**config.mk**
```make
export PLATFORM = sky130hd
export DESIGN_NAME = leism_top
export DESIGN_NICKNAME = d
export VERILOG_FILES = /design/src/leism_pkg.sv /design/src/leism_lane_cnt.sv /design/src/leism_top.sv
export SDC_FILE = /design/constraint.sdc
export NUM_CORES = 1
export LEC_CHECK = 0
export BUFFER_PORTS_ARGS = -buffer_cell sky130_fd_sc_hd__buf_4
export CAP_MARGIN = 5
export CELL_PAD_IN_SITES_DETAIL_PLACEMENT = 0
export CELL_PAD_IN_SITES_GLOBAL_PLACEMENT = 1
export CORE_ASPECT_RATIO = 1.4
export CORE_UTILIZATION = 43
export CTS_BUF_LIST = sky130_fd_sc_hd__clkbuf_8 sky130_fd_sc_hd__clkbuf_16
export DETAILED_ROUTE_END_ITERATION = 10
export PLACE_DENSITY = 0.8
export SLEW_MARGIN = 20
export SYNTH_ARGS = -nofsm -noshare
export SYNTH_HDL_FRONTEND = slang
export SYNTH_SLANG_ARGS = --single-unit
```
**constraint.sdc**
```tcl
create_clock -name CORE_CLK -period 8.4 [get_ports CORE_CLK]
set_input_delay 0.84 -clock CORE_CLK [delete_from_list [all_inputs] [get_ports CORE_CLK]]
set_output_delay 0.84 -clock CORE_CLK [all_outputs]
set_load 0.03 [all_outputs]
```
**src/leism_pkg.sv**
```systemverilog
// constants and types of the link error interrupt and resync mask block
package leism_pkg;

	localparam int unsigned NUM_LANES = 8;
	localparam int unsigned AXI_AW    = 16;
	localparam int unsigned AXI_DW    = 32;
	localparam int unsigned CFG_BYTES = 14;

	// register indices; byte address is four times the index
	localparam logic [13:0] IDX_VECTOR    = 14'h047A;
	localparam logic [13:0] IDX_SYNC_MASK = 14'h047B;
	localparam logic [13:0] IDX_THRESH    = 14'h047C;
	localparam logic [13:0] IDX_CNT_CLR   = 14'h0480;

	// field positions
	localparam int unsigned BIT_DISP    = 7;
	localparam int unsigned BIT_NIT     = 6;
	localparam int unsigned BIT_UCC     = 5;
	localparam int unsigned BIT_CMM     = 4;
	localparam int unsigned BIT_CMM_EN  = 3;
	localparam int unsigned BIT_CKSUM   = 2;
	localparam int unsigned BIT_CGS     = 0;
	localparam int unsigned BIT_CNT_CLR = 0;

	// implemented bits of the error vector (flags and masks alike)
	localparam logic [7:0] VEC_USED_MSK = 8'hE5;

	// values after reset, and the counter saturation value
	localparam logic [7:0] RST_FLAGS     = 8'h00;
	localparam logic [7:0] RST_VEC_MASK  = 8'h00;
	localparam logic [2:0] RST_SYNC_MASK = 3'h0;
	localparam logic       RST_CMM_EN    = 1'b1;
	localparam logic [7:0] RST_THRESH    = 8'hFF;
	localparam logic [7:0] RST_COUNT     = 8'h00;
	localparam logic [7:0] COUNT_MAX     = 8'hFF;

	localparam logic [1:0] RESP_OKAY   = 2'h0;
	localparam logic [1:0] RESP_SLVERR = 2'h2;

	typedef logic [CFG_BYTES*8-1:0] leism_cfg_t;

	// per-lane error reports from the receive lanes
	typedef struct packed {
		logic [NUM_LANES-1:0] disp;     // disparity error, pulse
		logic [NUM_LANES-1:0] nit;      // invalid symbol, pulse
		logic [NUM_LANES-1:0] ucc;      // unexpected control char, pulse
		logic [NUM_LANES-1:0] cksum;    // checksum error, level
		logic [NUM_LANES-1:0] cgs_fail; // char group lock failed, level
	} leism_lane_err_t;

endpackage

```
**src/leism_lane_cnt.sv**
```systemverilog
// per-lane saturating error counters compared against a threshold
`timescale 1ns/1ps
`default_nettype none
module leism_lane_cnt (
	input  wire logic                           clk,         // core clock
	input  wire logic                           rst_n,       // sync'd reset
	input  wire logic                           ce,          // clock enable
	input  wire logic                           clr,         // clear counts
	input  wire logic [leism_pkg::NUM_LANES-1:0] err,        // error pulses
	input  wire logic [7:0]                     thresh,      // threshold
	output logic                                reached_any  // any lane hit
);
	import leism_pkg::*;

	function automatic logic [7:0] sat_inc(input logic [7:0] v);
		return (v == COUNT_MAX) ? v : v + 8'h01;
	endfunction

	logic [7:0]           cnt_ff [NUM_LANES];
	logic [NUM_LANES-1:0] lane_hit;

	always_ff @(posedge clk or negedge rst_n) begin
		if (!rst_n) begin
			for (int i = 0; i < NUM_LANES; i++) begin
				cnt_ff[i] <= RST_COUNT;
			end
		end else if (ce) begin
			for (int i = 0; i < NUM_LANES; i++) begin
				if (clr) begin
					cnt_ff[i] <= RST_COUNT;
				end else if (err[i]) begin
					cnt_ff[i] <= sat_inc(cnt_ff[i]);
				end
			end
		end
	end

	always_comb begin
		for (int i = 0; i < NUM_LANES; i++) begin
			lane_hit[i] = (cnt_ff[i] >= thresh);
		end
	end

	assign reached_any = |lane_hit;

	AST_CNT_SAT: assert property (@(posedge clk) disable iff (!rst_n || !ce)
		(cnt_ff[0] == COUNT_MAX) && !clr |=> cnt_ff[0] == COUNT_MAX)
		else $error("lane 0 count left saturation without clear");

	// counts never decay, so a reached threshold stays reached
	AST_CNT_HOLD: assert property (@(posedge clk) disable iff (!rst_n || !ce)
		reached_any && !clr |=> reached_any || $changed(thresh))
		else $error("threshold hit dropped without clear");

endmodule
`default_nettype wire

```
**src/leism_top.sv**
```systemverilog
// link error interrupt vector, resync masks and config mismatch flag
// Function
// checksum error with mask pulls interrupt low
// vector bit 2 flags checksum error any lane
// vector bit 0 flags lock failure any lane
// lock failure with mask pulls interrupt low
// disparity count at threshold requests resync
// invalid symbol count at threshold requests resync
// unexpected control count at threshold requests resync
// mismatch rise latches flag, pulls interrupt low
// writing one clears latched mismatch flag
// mismatch enable low keeps flag inactive
// mismatch means lane 0 config differs local
// count errors per lane against threshold
// mismatch enable comes out of reset set
// interrupt is OR of flags ANDed masks
//
// The AXI4-Lite register port was left to the implementer.
`timescale 1ns/1ps
`default_nettype none
module leism_top (
	input  wire logic                        CORE_CLK,   // 10 MHz clock
	input  wire logic                        RSTN,       // async reset, low
	input  wire logic                        CE,         // clock enable
	input  wire leism_pkg::leism_lane_err_t  LANE_ERR,   // lane errors
	input  wire leism_pkg::leism_cfg_t       LANE0_CFG,  // lane 0 rx config
	input  wire leism_pkg::leism_cfg_t       TX_CFG,     // local tx config
	input  wire logic [15:0]                 AWADDR,     // write address
	input  wire logic                        AWVALID,    // write addr valid
	output logic                             AWREADY,    // write addr ready
	input  wire logic [31:0]                 WDATA,      // write data
	input  wire logic [3:0]                  WSTRB,      // write strobes
	input  wire logic                        WVALID,     // write data valid
	output logic                             WREADY,     // write data ready
	output logic [1:0]                       BRESP,      // write response
	output logic                             BVALID,     // response valid
	input  wire logic                        BREADY,     // response ready
	input  wire logic [15:0]                 ARADDR,     // read address
	input  wire logic                        ARVALID,    // read addr valid
	output logic                             ARREADY,    // read addr ready
	output logic [31:0]                      RDATA,      // read data
	output logic [1:0]                       RRESP,      // read response
	output logic                             RVALID,     // read data valid
	input  wire logic                        RREADY,     // read data ready
	output logic                             IRQ_N,      // interrupt, low
	output logic                             LINK_RESYNC_REQUEST_OUT // resync
);
	import leism_pkg::*;

	function automatic logic idx_hit(input logic [15:0] a,
	                                 input logic [13:0] idx);
		return a[15:2] == idx;
	endfunction

	logic        rst_meta_ff;
	logic        rst_n_ff;
	logic        rst_n;

	logic        awready_ff;
	logic        wready_ff;
	logic        aw_held_ff;
	logic        w_held_ff;
	logic [15:0] awaddr_ff;
	logic [31:0] wdata_ff;
	logic [3:0]  wstrb_ff;
	logic        bvalid_ff;
	logic [1:0]  bresp_ff;
	logic        arready_ff;
	logic        rvalid_ff;
	logic [31:0] rdata_ff;
	logic [1:0]  rresp_ff;

	logic [7:0]  flags_ff;
	logic [7:0]  vec_mask_ff;
	logic [2:0]  sync_mask_ff;
	logic        cmm_en_ff;
	logic        cmm_flag_ff;
	logic        mm_prev_ff;
	logic [7:0]  thresh_ff;
	logic        irq_n_ff;
	logic        resync_ff;

	// reset release through two stages
	always_ff @(posedge CORE_CLK or negedge RSTN) begin
		if (!RSTN) begin
			rst_meta_ff <= 1'b0;
			rst_n_ff    <= 1'b0;
		end else begin
			rst_meta_ff <= 1'b1;
			rst_n_ff    <= rst_meta_ff;
		end
	end
	assign rst_n = rst_n_ff;

	// write channel decode
	wire         aw_take  = AWVALID & awready_ff;
	wire         w_take   = WVALID & wready_ff;
	wire         wr_go    = aw_held_ff & w_held_ff & ~bvalid_ff;
	wire         b_done   = bvalid_ff & BREADY;
	wire         hw_vec   = idx_hit(awaddr_ff, IDX_VECTOR);
	wire         hw_sync  = idx_hit(awaddr_ff, IDX_SYNC_MASK);
	wire         hw_thr   = idx_hit(awaddr_ff, IDX_THRESH);
	wire         hw_clr   = idx_hit(awaddr_ff, IDX_CNT_CLR);
	wire         wr_hit   = hw_vec | hw_sync | hw_thr | hw_clr;
	wire         wr_lane0 = wr_go & wstrb_ff[0];
	wire [7:0]   wb       = wdata_ff[7:0];
	wire         we_vec   = wr_lane0 & hw_vec;
	wire         we_sync  = wr_lane0 & hw_sync;
	wire         we_thr   = wr_lane0 & hw_thr;
	wire         cnt_clr  = wr_lane0 & hw_clr & wb[BIT_CNT_CLR];
	wire         cmm_w1c  = we_sync & wb[BIT_CMM];

	// read channel decode
	wire         ar_take  = ARVALID & arready_ff;
	wire         r_done   = rvalid_ff & RREADY;
	wire         hr_vec   = idx_hit(ARADDR, IDX_VECTOR);
	wire         hr_sync  = idx_hit(ARADDR, IDX_SYNC_MASK);
	wire         hr_thr   = idx_hit(ARADDR, IDX_THRESH);
	wire         hr_clr   = idx_hit(ARADDR, IDX_CNT_CLR);
	wire         rd_hit   = hr_vec | hr_sync | hr_thr | hr_clr;
	// the vector mask is write only; the vector reads back its flags
	wire [7:0]   sync_rd  = {sync_mask_ff, cmm_flag_ff, cmm_en_ff, 3'h0};
	wire [7:0]   rd_byte  = hr_vec  ? flags_ff :
	                        hr_sync ? sync_rd :
	                        hr_thr  ? thresh_ff : 8'h00;
	wire         rd_vclr  = ar_take & hr_vec;

	always_ff @(posedge CORE_CLK or negedge rst_n) begin
		if (!rst_n) begin
			awready_ff <= 1'b1;
			wready_ff  <= 1'b1;
			aw_held_ff <= 1'b0;
			w_held_ff  <= 1'b0;
			awaddr_ff  <= 16'h0000;
			wdata_ff   <= 32'h0000_0000;
			wstrb_ff   <= 4'h0;
			bvalid_ff  <= 1'b0;
			bresp_ff   <= RESP_OKAY;
		end else if (CE) begin
			if (aw_take) begin
				awready_ff <= 1'b0;
				aw_held_ff <= 1'b1;
				awaddr_ff  <= AWADDR;
			end
			if (w_take) begin
				wready_ff <= 1'b0;
				w_held_ff <= 1'b1;
				wdata_ff  <= WDATA;
				wstrb_ff  <= WSTRB;
			end
			if (wr_go) begin
				aw_held_ff <= 1'b0;
				w_held_ff  <= 1'b0;
				bvalid_ff  <= 1'b1;
				bresp_ff   <= wr_hit ? RESP_OKAY : RESP_SLVERR;
			end
			// one write at a time: reopen only after the response
			if (b_done) begin
				bvalid_ff  <= 1'b0;
				awready_ff <= 1'b1;
				wready_ff  <= 1'b1;
			end
		end
	end

	always_ff @(posedge CORE_CLK or negedge rst_n) begin
		if (!rst_n) begin
			arready_ff <= 1'b1;
			rvalid_ff  <= 1'b0;
			rdata_ff   <= 32'h0000_0000;
			rresp_ff   <= RESP_OKAY;
		end else if (CE) begin
			if (ar_take) begin
				arready_ff <= 1'b0;
				rvalid_ff  <= 1'b1;
				rdata_ff   <= {24'h000000, rd_byte};
				rresp_ff   <= rd_hit ? RESP_OKAY : RESP_SLVERR;
			end else if (r_done) begin
				rvalid_ff  <= 1'b0;
				arready_ff <= 1'b1;
			end
		end
	end

	// error counters per class
	logic disp_any;
	logic nit_any;
	logic ucc_any;

	leism_lane_cnt u_cnt_disp (
		.clk         (CORE_CLK),
		.rst_n       (rst_n),
		.ce          (CE),
		.clr         (cnt_clr),
		.err         (LANE_ERR.disp),
		.thresh      (thresh_ff),
		.reached_any (disp_any)
	);
	leism_lane_cnt u_cnt_nit (
		.clk         (CORE_CLK),
		.rst_n       (rst_n),
		.ce          (CE),
		.clr         (cnt_clr),
		.err         (LANE_ERR.nit),
		.thresh      (thresh_ff),
		.reached_any (nit_any)
	);
	leism_lane_cnt u_cnt_ucc (
		.clk         (CORE_CLK),
		.rst_n       (rst_n),
		.ce          (CE),
		.clr         (cnt_clr),
		.err         (LANE_ERR.ucc),
		.thresh      (thresh_ff),
		.reached_any (ucc_any)
	);

	wire         cksum_any = |LANE_ERR.cksum;
	wire         cgs_any   = |LANE_ERR.cgs_fail;
	wire [7:0]   flag_set  = {disp_any, nit_any, ucc_any, 2'b00,
	                          cksum_any, 1'b0, cgs_any};
	// a new event wins over the clear-on-read
	wire [7:0]   nxt_flags = (rd_vclr ? RST_FLAGS : flags_ff) | flag_set;
	wire         mm_now    = (LANE0_CFG != TX_CFG);
	wire         mm_rise   = mm_now & ~mm_prev_ff;
	// flag held at zero while disabled; a rise beats a write-one clear
	wire         nxt_cmm   = cmm_en_ff &
	                         ((cmm_flag_ff & ~cmm_w1c) | mm_rise);
	wire         vec_irq   = |(flags_ff & vec_mask_ff);
	wire         nxt_irq_n = ~(vec_irq | (cmm_flag_ff & cmm_en_ff));
	wire         nxt_resync = |({disp_any, nit_any, ucc_any} &
	                           sync_mask_ff);

	always_ff @(posedge CORE_CLK or negedge rst_n) begin
		if (!rst_n) begin
			flags_ff     <= RST_FLAGS;
			vec_mask_ff  <= RST_VEC_MASK;
			sync_mask_ff <= RST_SYNC_MASK;
			cmm_en_ff    <= RST_CMM_EN;
			cmm_flag_ff  <= 1'b0;
			mm_prev_ff   <= 1'b0;
			thresh_ff    <= RST_THRESH;
			irq_n_ff     <= 1'b1;
			resync_ff    <= 1'b0;
		end else if (CE) begin
			flags_ff    <= nxt_flags & VEC_USED_MSK;
			cmm_flag_ff <= nxt_cmm;
			mm_prev_ff  <= mm_now;
			irq_n_ff    <= nxt_irq_n;
			resync_ff   <= nxt_resync;
			if (we_vec) begin
				vec_mask_ff <= wb & VEC_USED_MSK;
			end
			if (we_sync) begin
				sync_mask_ff <= wb[BIT_DISP:BIT_UCC];
				cmm_en_ff    <= wb[BIT_CMM_EN];
			end
			if (we_thr) begin
				thresh_ff <= wb;
			end
		end
	end

	assign AWREADY = awready_ff;
	assign WREADY  = wready_ff;
	assign BVALID  = bvalid_ff;
	assign BRESP   = bresp_ff;
	assign ARREADY = arready_ff;
	assign RVALID  = rvalid_ff;
	assign RDATA   = rdata_ff;
	assign RRESP   = rresp_ff;
	assign IRQ_N   = irq_n_ff;
	assign LINK_RESYNC_REQUEST_OUT = resync_ff;

	AST_CKSUM_IRQ: assert property (@(posedge CORE_CLK)
		disable iff (!rst_n || !CE)
		flags_ff[BIT_CKSUM] && vec_mask_ff[BIT_CKSUM] |=> !IRQ_N)
		else $error("masked checksum flag did not pull interrupt low");

	AST_CKSUM_FLAG: assert property (@(posedge CORE_CLK)
		disable iff (!rst_n || !CE)
		cksum_any |=> flags_ff[BIT_CKSUM] ##1 flags_ff[BIT_CKSUM]
		|| !$past(cksum_any))
		else $error("checksum error on a lane did not set flag");

	AST_CGS_FLAG: assert property (@(posedge CORE_CLK)
		disable iff (!rst_n || !CE)
		$rose(cgs_any) |=> flags_ff[BIT_CGS])
		else $error("lock failure did not set its flag");

	AST_CGS_IRQ: assert property (@(posedge CORE_CLK)
		disable iff (!rst_n || !CE)
		cgs_any && vec_mask_ff[BIT_CGS] && !we_vec
		|=> ##1 !IRQ_N)
		else $error("masked lock failure did not reach interrupt");

	AST_DISP_RESYNC: assert property (@(posedge CORE_CLK)
		disable iff (!rst_n || !CE)
		disp_any && sync_mask_ff[2] |=> LINK_RESYNC_REQUEST_OUT)
		else $error("disparity threshold did not request resync");

	AST_NIT_RESYNC: assert property (@(posedge CORE_CLK)
		disable iff (!rst_n || !CE)
		nit_any && sync_mask_ff[1] |=> LINK_RESYNC_REQUEST_OUT)
		else $error("invalid symbol threshold did not request resync");

	AST_UCC_RESYNC: assert property (@(posedge CORE_CLK)
		disable iff (!rst_n || !CE)
		ucc_any && sync_mask_ff[0] |=> LINK_RESYNC_REQUEST_OUT)
		else $error("unexpected control threshold did not request resync");

	AST_CMM_LATCH: assert property (@(posedge CORE_CLK)
		disable iff (!rst_n || !CE)
		cmm_en_ff && mm_rise && !we_sync |=> cmm_flag_ff ##1 !IRQ_N)
		else $error("mismatch rise did not latch and interrupt");

	AST_CMM_W1C: assert property (@(posedge CORE_CLK)
		disable iff (!rst_n || !CE)
		cmm_w1c && !mm_rise |=> !cmm_flag_ff)
		else $error("write one did not clear mismatch flag");

	AST_CMM_OFF: assert property (@(posedge CORE_CLK)
		disable iff (!rst_n || !CE)
		!cmm_en_ff |=> !cmm_flag_ff)
		else $error("mismatch flag active while disabled");

	AST_CMM_CMP: assert property (@(posedge CORE_CLK)
		disable iff (!rst_n || !CE)
		$past(CE) |-> mm_prev_ff == $past(LANE0_CFG != TX_CFG))
		else $error("mismatch compare does not follow the configs");

	AST_CMM_EN_RST: assert property (@(posedge CORE_CLK)
		disable iff (!rst_n)
		$rose(rst_n) |-> cmm_en_ff)
		else $error("mismatch enable not set after reset");

	AST_IRQ_QUIET: assert property (@(posedge CORE_CLK)
		disable iff (!rst_n || !CE)
		!vec_irq && !(cmm_flag_ff && cmm_en_ff) |=> IRQ_N)
		else $error("interrupt low with no unmasked flag");

endmodule
`default_nettype wire

```
==> results by stage <==
Outcome:
- The flow ran to the end, and the final reports show no timing, DRC or antenna violations.

Final layout:
- The sequential cells in the finished layout cover a total of 6526 µm².
- The final net count is 2685.
- The final non-filler cell total is 2683.
- The fill cell instance count of the final layout is 3723.
- The number of antenna diodes in the final layout is 0.
- In the final layout, the share of cells above drive strength 1 is 0.2080.
- The post-route cell area is 21370 µm².
- Summing all multi-input logic gate instances after layout gives 10560 µm².
- The core occupancy in the finished layout is 0.5306.
- Compared with the post-synthesis result, the final layout area differs by 21.95%.

Power:
- The cell-internal power is approximately 2800 µW.
- The switching power total is between 1000 and 1500 µW.
- Summed over all cells, the static leakage comes to 0.01088 µW.
- Of the total power, the clock network draws 0.284.
- Overall power consumption after layout is estimated at 4181 µW.
- The worst-case IR drop observed on VDD is 122.9 µV.
- Of the total power, registers draw 0.475.
- Of the total power, combinational logic draws 0.242.
- For this design the ratio of total power to cell area is 195.6 nW/µm².
- The switching share of power is 0.3330.

Routing:
- The total number of vias is ~14000.
- The first TritonRoute pass finished after 6 iterations.
- The number of nets with antenna violations after detailed routing is 0.
- The total detailed-routing wirelength is around 47 mm.
- The routed length per placed instance is around 18 µm.
- In the routed layout, each cell is associated on average with a via count of 5.372.
- In the routed design, unresolved DRC markers number 0.
- For this block, the initial DRC count from the detailed router was 598.

Clocking:
- The tree is rooted in a clkbuf_16.
- The clock latency on the worst-skew pair is 0.56 ns.
- The TritonCTS clock tree is done.
- The number of hold buffers added after CTS was 0.
- The buffers inserted during post-CTS setup optimization is 0.
- The H-tree depth reported by CTS is 1.
- The TritonCTS buffer count is 27.
- The worst-case clock buffer depth is 3.
- The clock slew at the register clock pins of the worst setup and hold paths is ~0.06 ns.
- The count of cells resized by post-cts repair is 0.
- CTS saw 260 sinks.

STA:
- The final period demand of the worst path is 3.505 ns.
- Setup violations remaining at the end of the flow were counted as 0.
- Setup repair after global routing left no endpoint under its margin.
- The final number of max-transition violations is 0.
- Between clock sinks in the finished design, the worst skew comes to 0.01371 ns.
- The final-layout setup total negative slack is 0 ns.
- The worst slew margin relative to its limit is 0.3974.
- The hold violation count in the final report is 0.
- For the pin with the worst max-slew slack, the measured transition is 0.9038 ns.
- Derived from the worst setup path, the maximum achievable clock frequency is 285.3 MHz.
- Dividing the final minimum period by the clock period gives 0.4173.

Die:
- The floorplan die area is 41580 µm².
- The region available for standard cell placement spans 40280 µm².
- The top-level I/O count is 383.
- The initial utilization of the core area, before any placement, comes to 0.4351.
- The width of the die is approximately 170 µm.
- The floorplan has 87 rows.
- Measured along the y axis, the die boundary spans between 200 and 250 µm.

Worst setup path:
- In this run the critical register-to-register path is captured at LINK_RESYNC_REQUEST_OUT$_DFFE_PN0P_.
- The register-to-register setup slack is 4.89 ns.
- The launching element of the worst setup path is thresh_ff[7]$_DFFE_PN1P_.
- The beginning of the worst register-to-register path is thresh_ff[7]$_DFFE_PN1P_.
- The class of the most critical setup path is flip-flop to flip-flop.
- The worst setup path is captured at a flip-flop.
- The data arrival time of the worst path is 3.95 ns.
- Following the worst setup path forward leads to its endpoint at LINK_RESYNC_REQUEST_OUT$_DFFE_PN0P_.
- The count of cells along the worst register-to-register path is 10.
- The maximum net fanout on the critical path is 25.
- STA puts the critical path data required time at 8.84 ns.
- The worst setup path is launched from a flip-flop.

Global route:
- The layer flagged by global routing as most heavily used is met2.
- The first global-routing pass estimated 74.46 mm of wire.
- In the global route stage, met3 resource usage came out at 0.03450.
- In the global route stage, overall resource usage came out at 0.2229.
- The pin count of the biggest net entering global routing is approximately 130.
- The met1 routing resource usage after global routing is 0.2719.
- For this run, global-route usage on met2 was measured as 0.3993.
- The final global-route overflow total is 0.
- The via count of the first global-routing pass is 14720.
- The number of antenna violations at the first check in global routing is 0.

Yosys:
- Synthesis produced 1795 cells.
- The complex-gate fraction of the synthesized area is 0.1094.
- The mean area per synthesized cell is 9.764 µm².
- After synthesis, the share of flip-flops with an asynchronous set or reset is 1.000.
- Of the total synthesized cell area, the portion taken by AND, OR, NAND and NOR gates is 0.1857.
- For this run, the number of Yosys warnings is 0.
- After synthesis, the largest family of logic cells by area is simple AND/OR/NAND/NOR gates.
- The share of cell area taken by muxes after synthesis is 0.02049.
- After synthesis the cells add up to between 15000 and 20000 µm².
- The count of distinct cell types in the synthesized netlist is 73.
- Yosys mapped a number of flops with a built-in enable equal to 0.
- Among all flip-flop cells after synthesis, the most frequent one is dfrtp_1.
- Synthesis inferred 260 register bits.
- The synthesized-area fraction occupied by adder cells is 0.1542.
- For this run, the register share of the synthesized area comes to 0.3722.
- The XOR/XNOR share of the synthesized area is 0.1269.

Job:
- Across the run, the number of max-cap violations was 0.

Placement:
- The number of I/O port buffers is about 330.
- The final estimated routing congestion in global placement is 0.8284.
- In this run, placement finished with an instance count of 2634.
- Once placement finished, the instance area stood at 20500 µm².
- The half-perimeter wire length of the detailed placement result is 34.39 mm.

Hold path:
- The worst hold path belongs to the class input pin to asynchronous set/reset pin.
[cells in the final DEF, fill, tap and decap left out, drive strengths merged, types with 33 or more instances in the layout]
master and n:
nand2 175, and3 38, nor4 35, dfrtp 247
xor2 163, nand4 81, nand3 59, buf 342
clkbuf 33, ha 216, a21oi 38, nor2 198
xnor2 91, o21ai 44, inv 50
[kinds of logic after synthesis]
logic type,count (synthesis)
AOI/OAI and AO/OA,256
xor gates and xnor gates,254
adders and majority gates,216
buffers and inverters,107
DFF,260
muxes,32
other,2
and+or+nand+nor,668
[metrics by stage]
stage / hold WS (ns) / setup WS (ns)
floorplan: 0.3312 / 0.6404
global placement: 0.2321 / 4.627
detailed placement: 0.2353 / 4.673
CTS: 0.02004 / 4.866
global route: 0.02465 / 4.794
finish: 0.04853 / 4.895
[area by class of cell]
class | instances | share of cell area
timing repair buffer | 342 | 0.1209
clock inverter | 16 | 0.004976
sequential | 260 | 0.3054
tap | 534 | 0.03126
clock buffer | 33 | 0.03548
inverter | 45 | 0.007904
multi-input combinational | 1453 | 0.4941
[critical path: stages, from the launching register on]
cell and delay (ns):
dfstp_2 0.54, inv_1 0.04, buf_4 0.24, ha_1 0.35
a22o_1 0.24, a221oi_1 0.21, nand4_1 0.11, or4_1 0.51
nor4_1 0.66, a31oi_1 0.18, a311o_1 0.29
[state kept, by name, summed over array words and instances, names as in the netlist, 5 cells and up]
register           count
flags_ff               5
awaddr_ff             14
u_cnt_nit.cnt_ff      64
RDATA                  8
thresh_ff              8
u_cnt_disp.cnt_ff     64
wdata_ff               8
u_cnt_ucc.cnt_ff      64
vec_mask_ff            5
[power groups by stage]
stage | Clock [µW] | Sequential (µW) | Combinational [µW]
after floorplan | 0 | 1920 | 704
after global placement | 0 | 1980 | 971
after detailed placement | 0 | 2000 | 1020
after CTS | 1220 | 1980 | 1020
after global routing | 1270 | 2040 | 1160
final | 1190 | 1980 | 1010
[cells in the mapped netlist, drive strengths merged, types with 4 or more instances]
cell	count	area (µm²)
o21ai	44	220.2
nand2	175	656.9
clkbuf	11	41.29
and3	38	237.7
a21o	23	172.7
dfrtp	247	6181
and4	7	61.31
nor2	198	743.2
nor2b	9	56.30
a41oi	4	35.03
and2b	6	45.04
nor4	35	225.2
o31ai	7	52.55
and2	5	31.28
xnor2	91	797.0
a22o	5	43.79
o211a	13	130.1
ha	216	2703
nor3	7	35.03
inv	45	168.9
a211oi	13	97.59
mux2	31	349.1
buf	51	326.6
a32o	24	240.2
or3	4	25.02
a21oi	38	190.2
nand2b	21	131.4
or4	7	52.55
nor4b	4	56.30
nand3	59	295.3
dfstp	13	341.6
o211ai	7	52.55
o2111ai	9	103.9
xor2	163	1428
o22ai	10	62.56
a221oi	6	52.55
a31oi	11	68.82
o2111a	13	153.9
a22oi	10	75.07
or2	4	25.02
a211o	7	61.31
nand4	81	506.7
[worst min path at each step]
| stage | from | end | slack, ns | cells past startpoint |
|---|---|---|---|---|
| floorplan | rst_meta_ff$_DFF_PN0_ | rst_n$_DFF_PN0_ | 0.33 | 0 |
| global placement | rst_n$_DFF_PN0_ | u_cnt_disp.cnt_ff[48]$_DFFE_PN0P_ | 0.23 | 0 |
| detailed placement | rst_n$_DFF_PN0_ | u_cnt_disp.cnt_ff[48]$_DFFE_PN0P_ | 0.24 | 0 |
| CTS | RSTN | rst_n$_DFF_PN0_ | 0.02 | 1 |
| global route | RSTN | rst_n$_DFF_PN0_ | 0.02 | 1 |
| finish | RSTN | rst_n$_DFF_PN0_ | 0.05 | 1 |
[metal layers]
layer,share of wire,wire length [µm]
met1,0.42,20010
met2,0.50,23450
met3,0.049,2316
met4,0.028,1335
met5,0,0
Power figures use the tool's default switching activity.
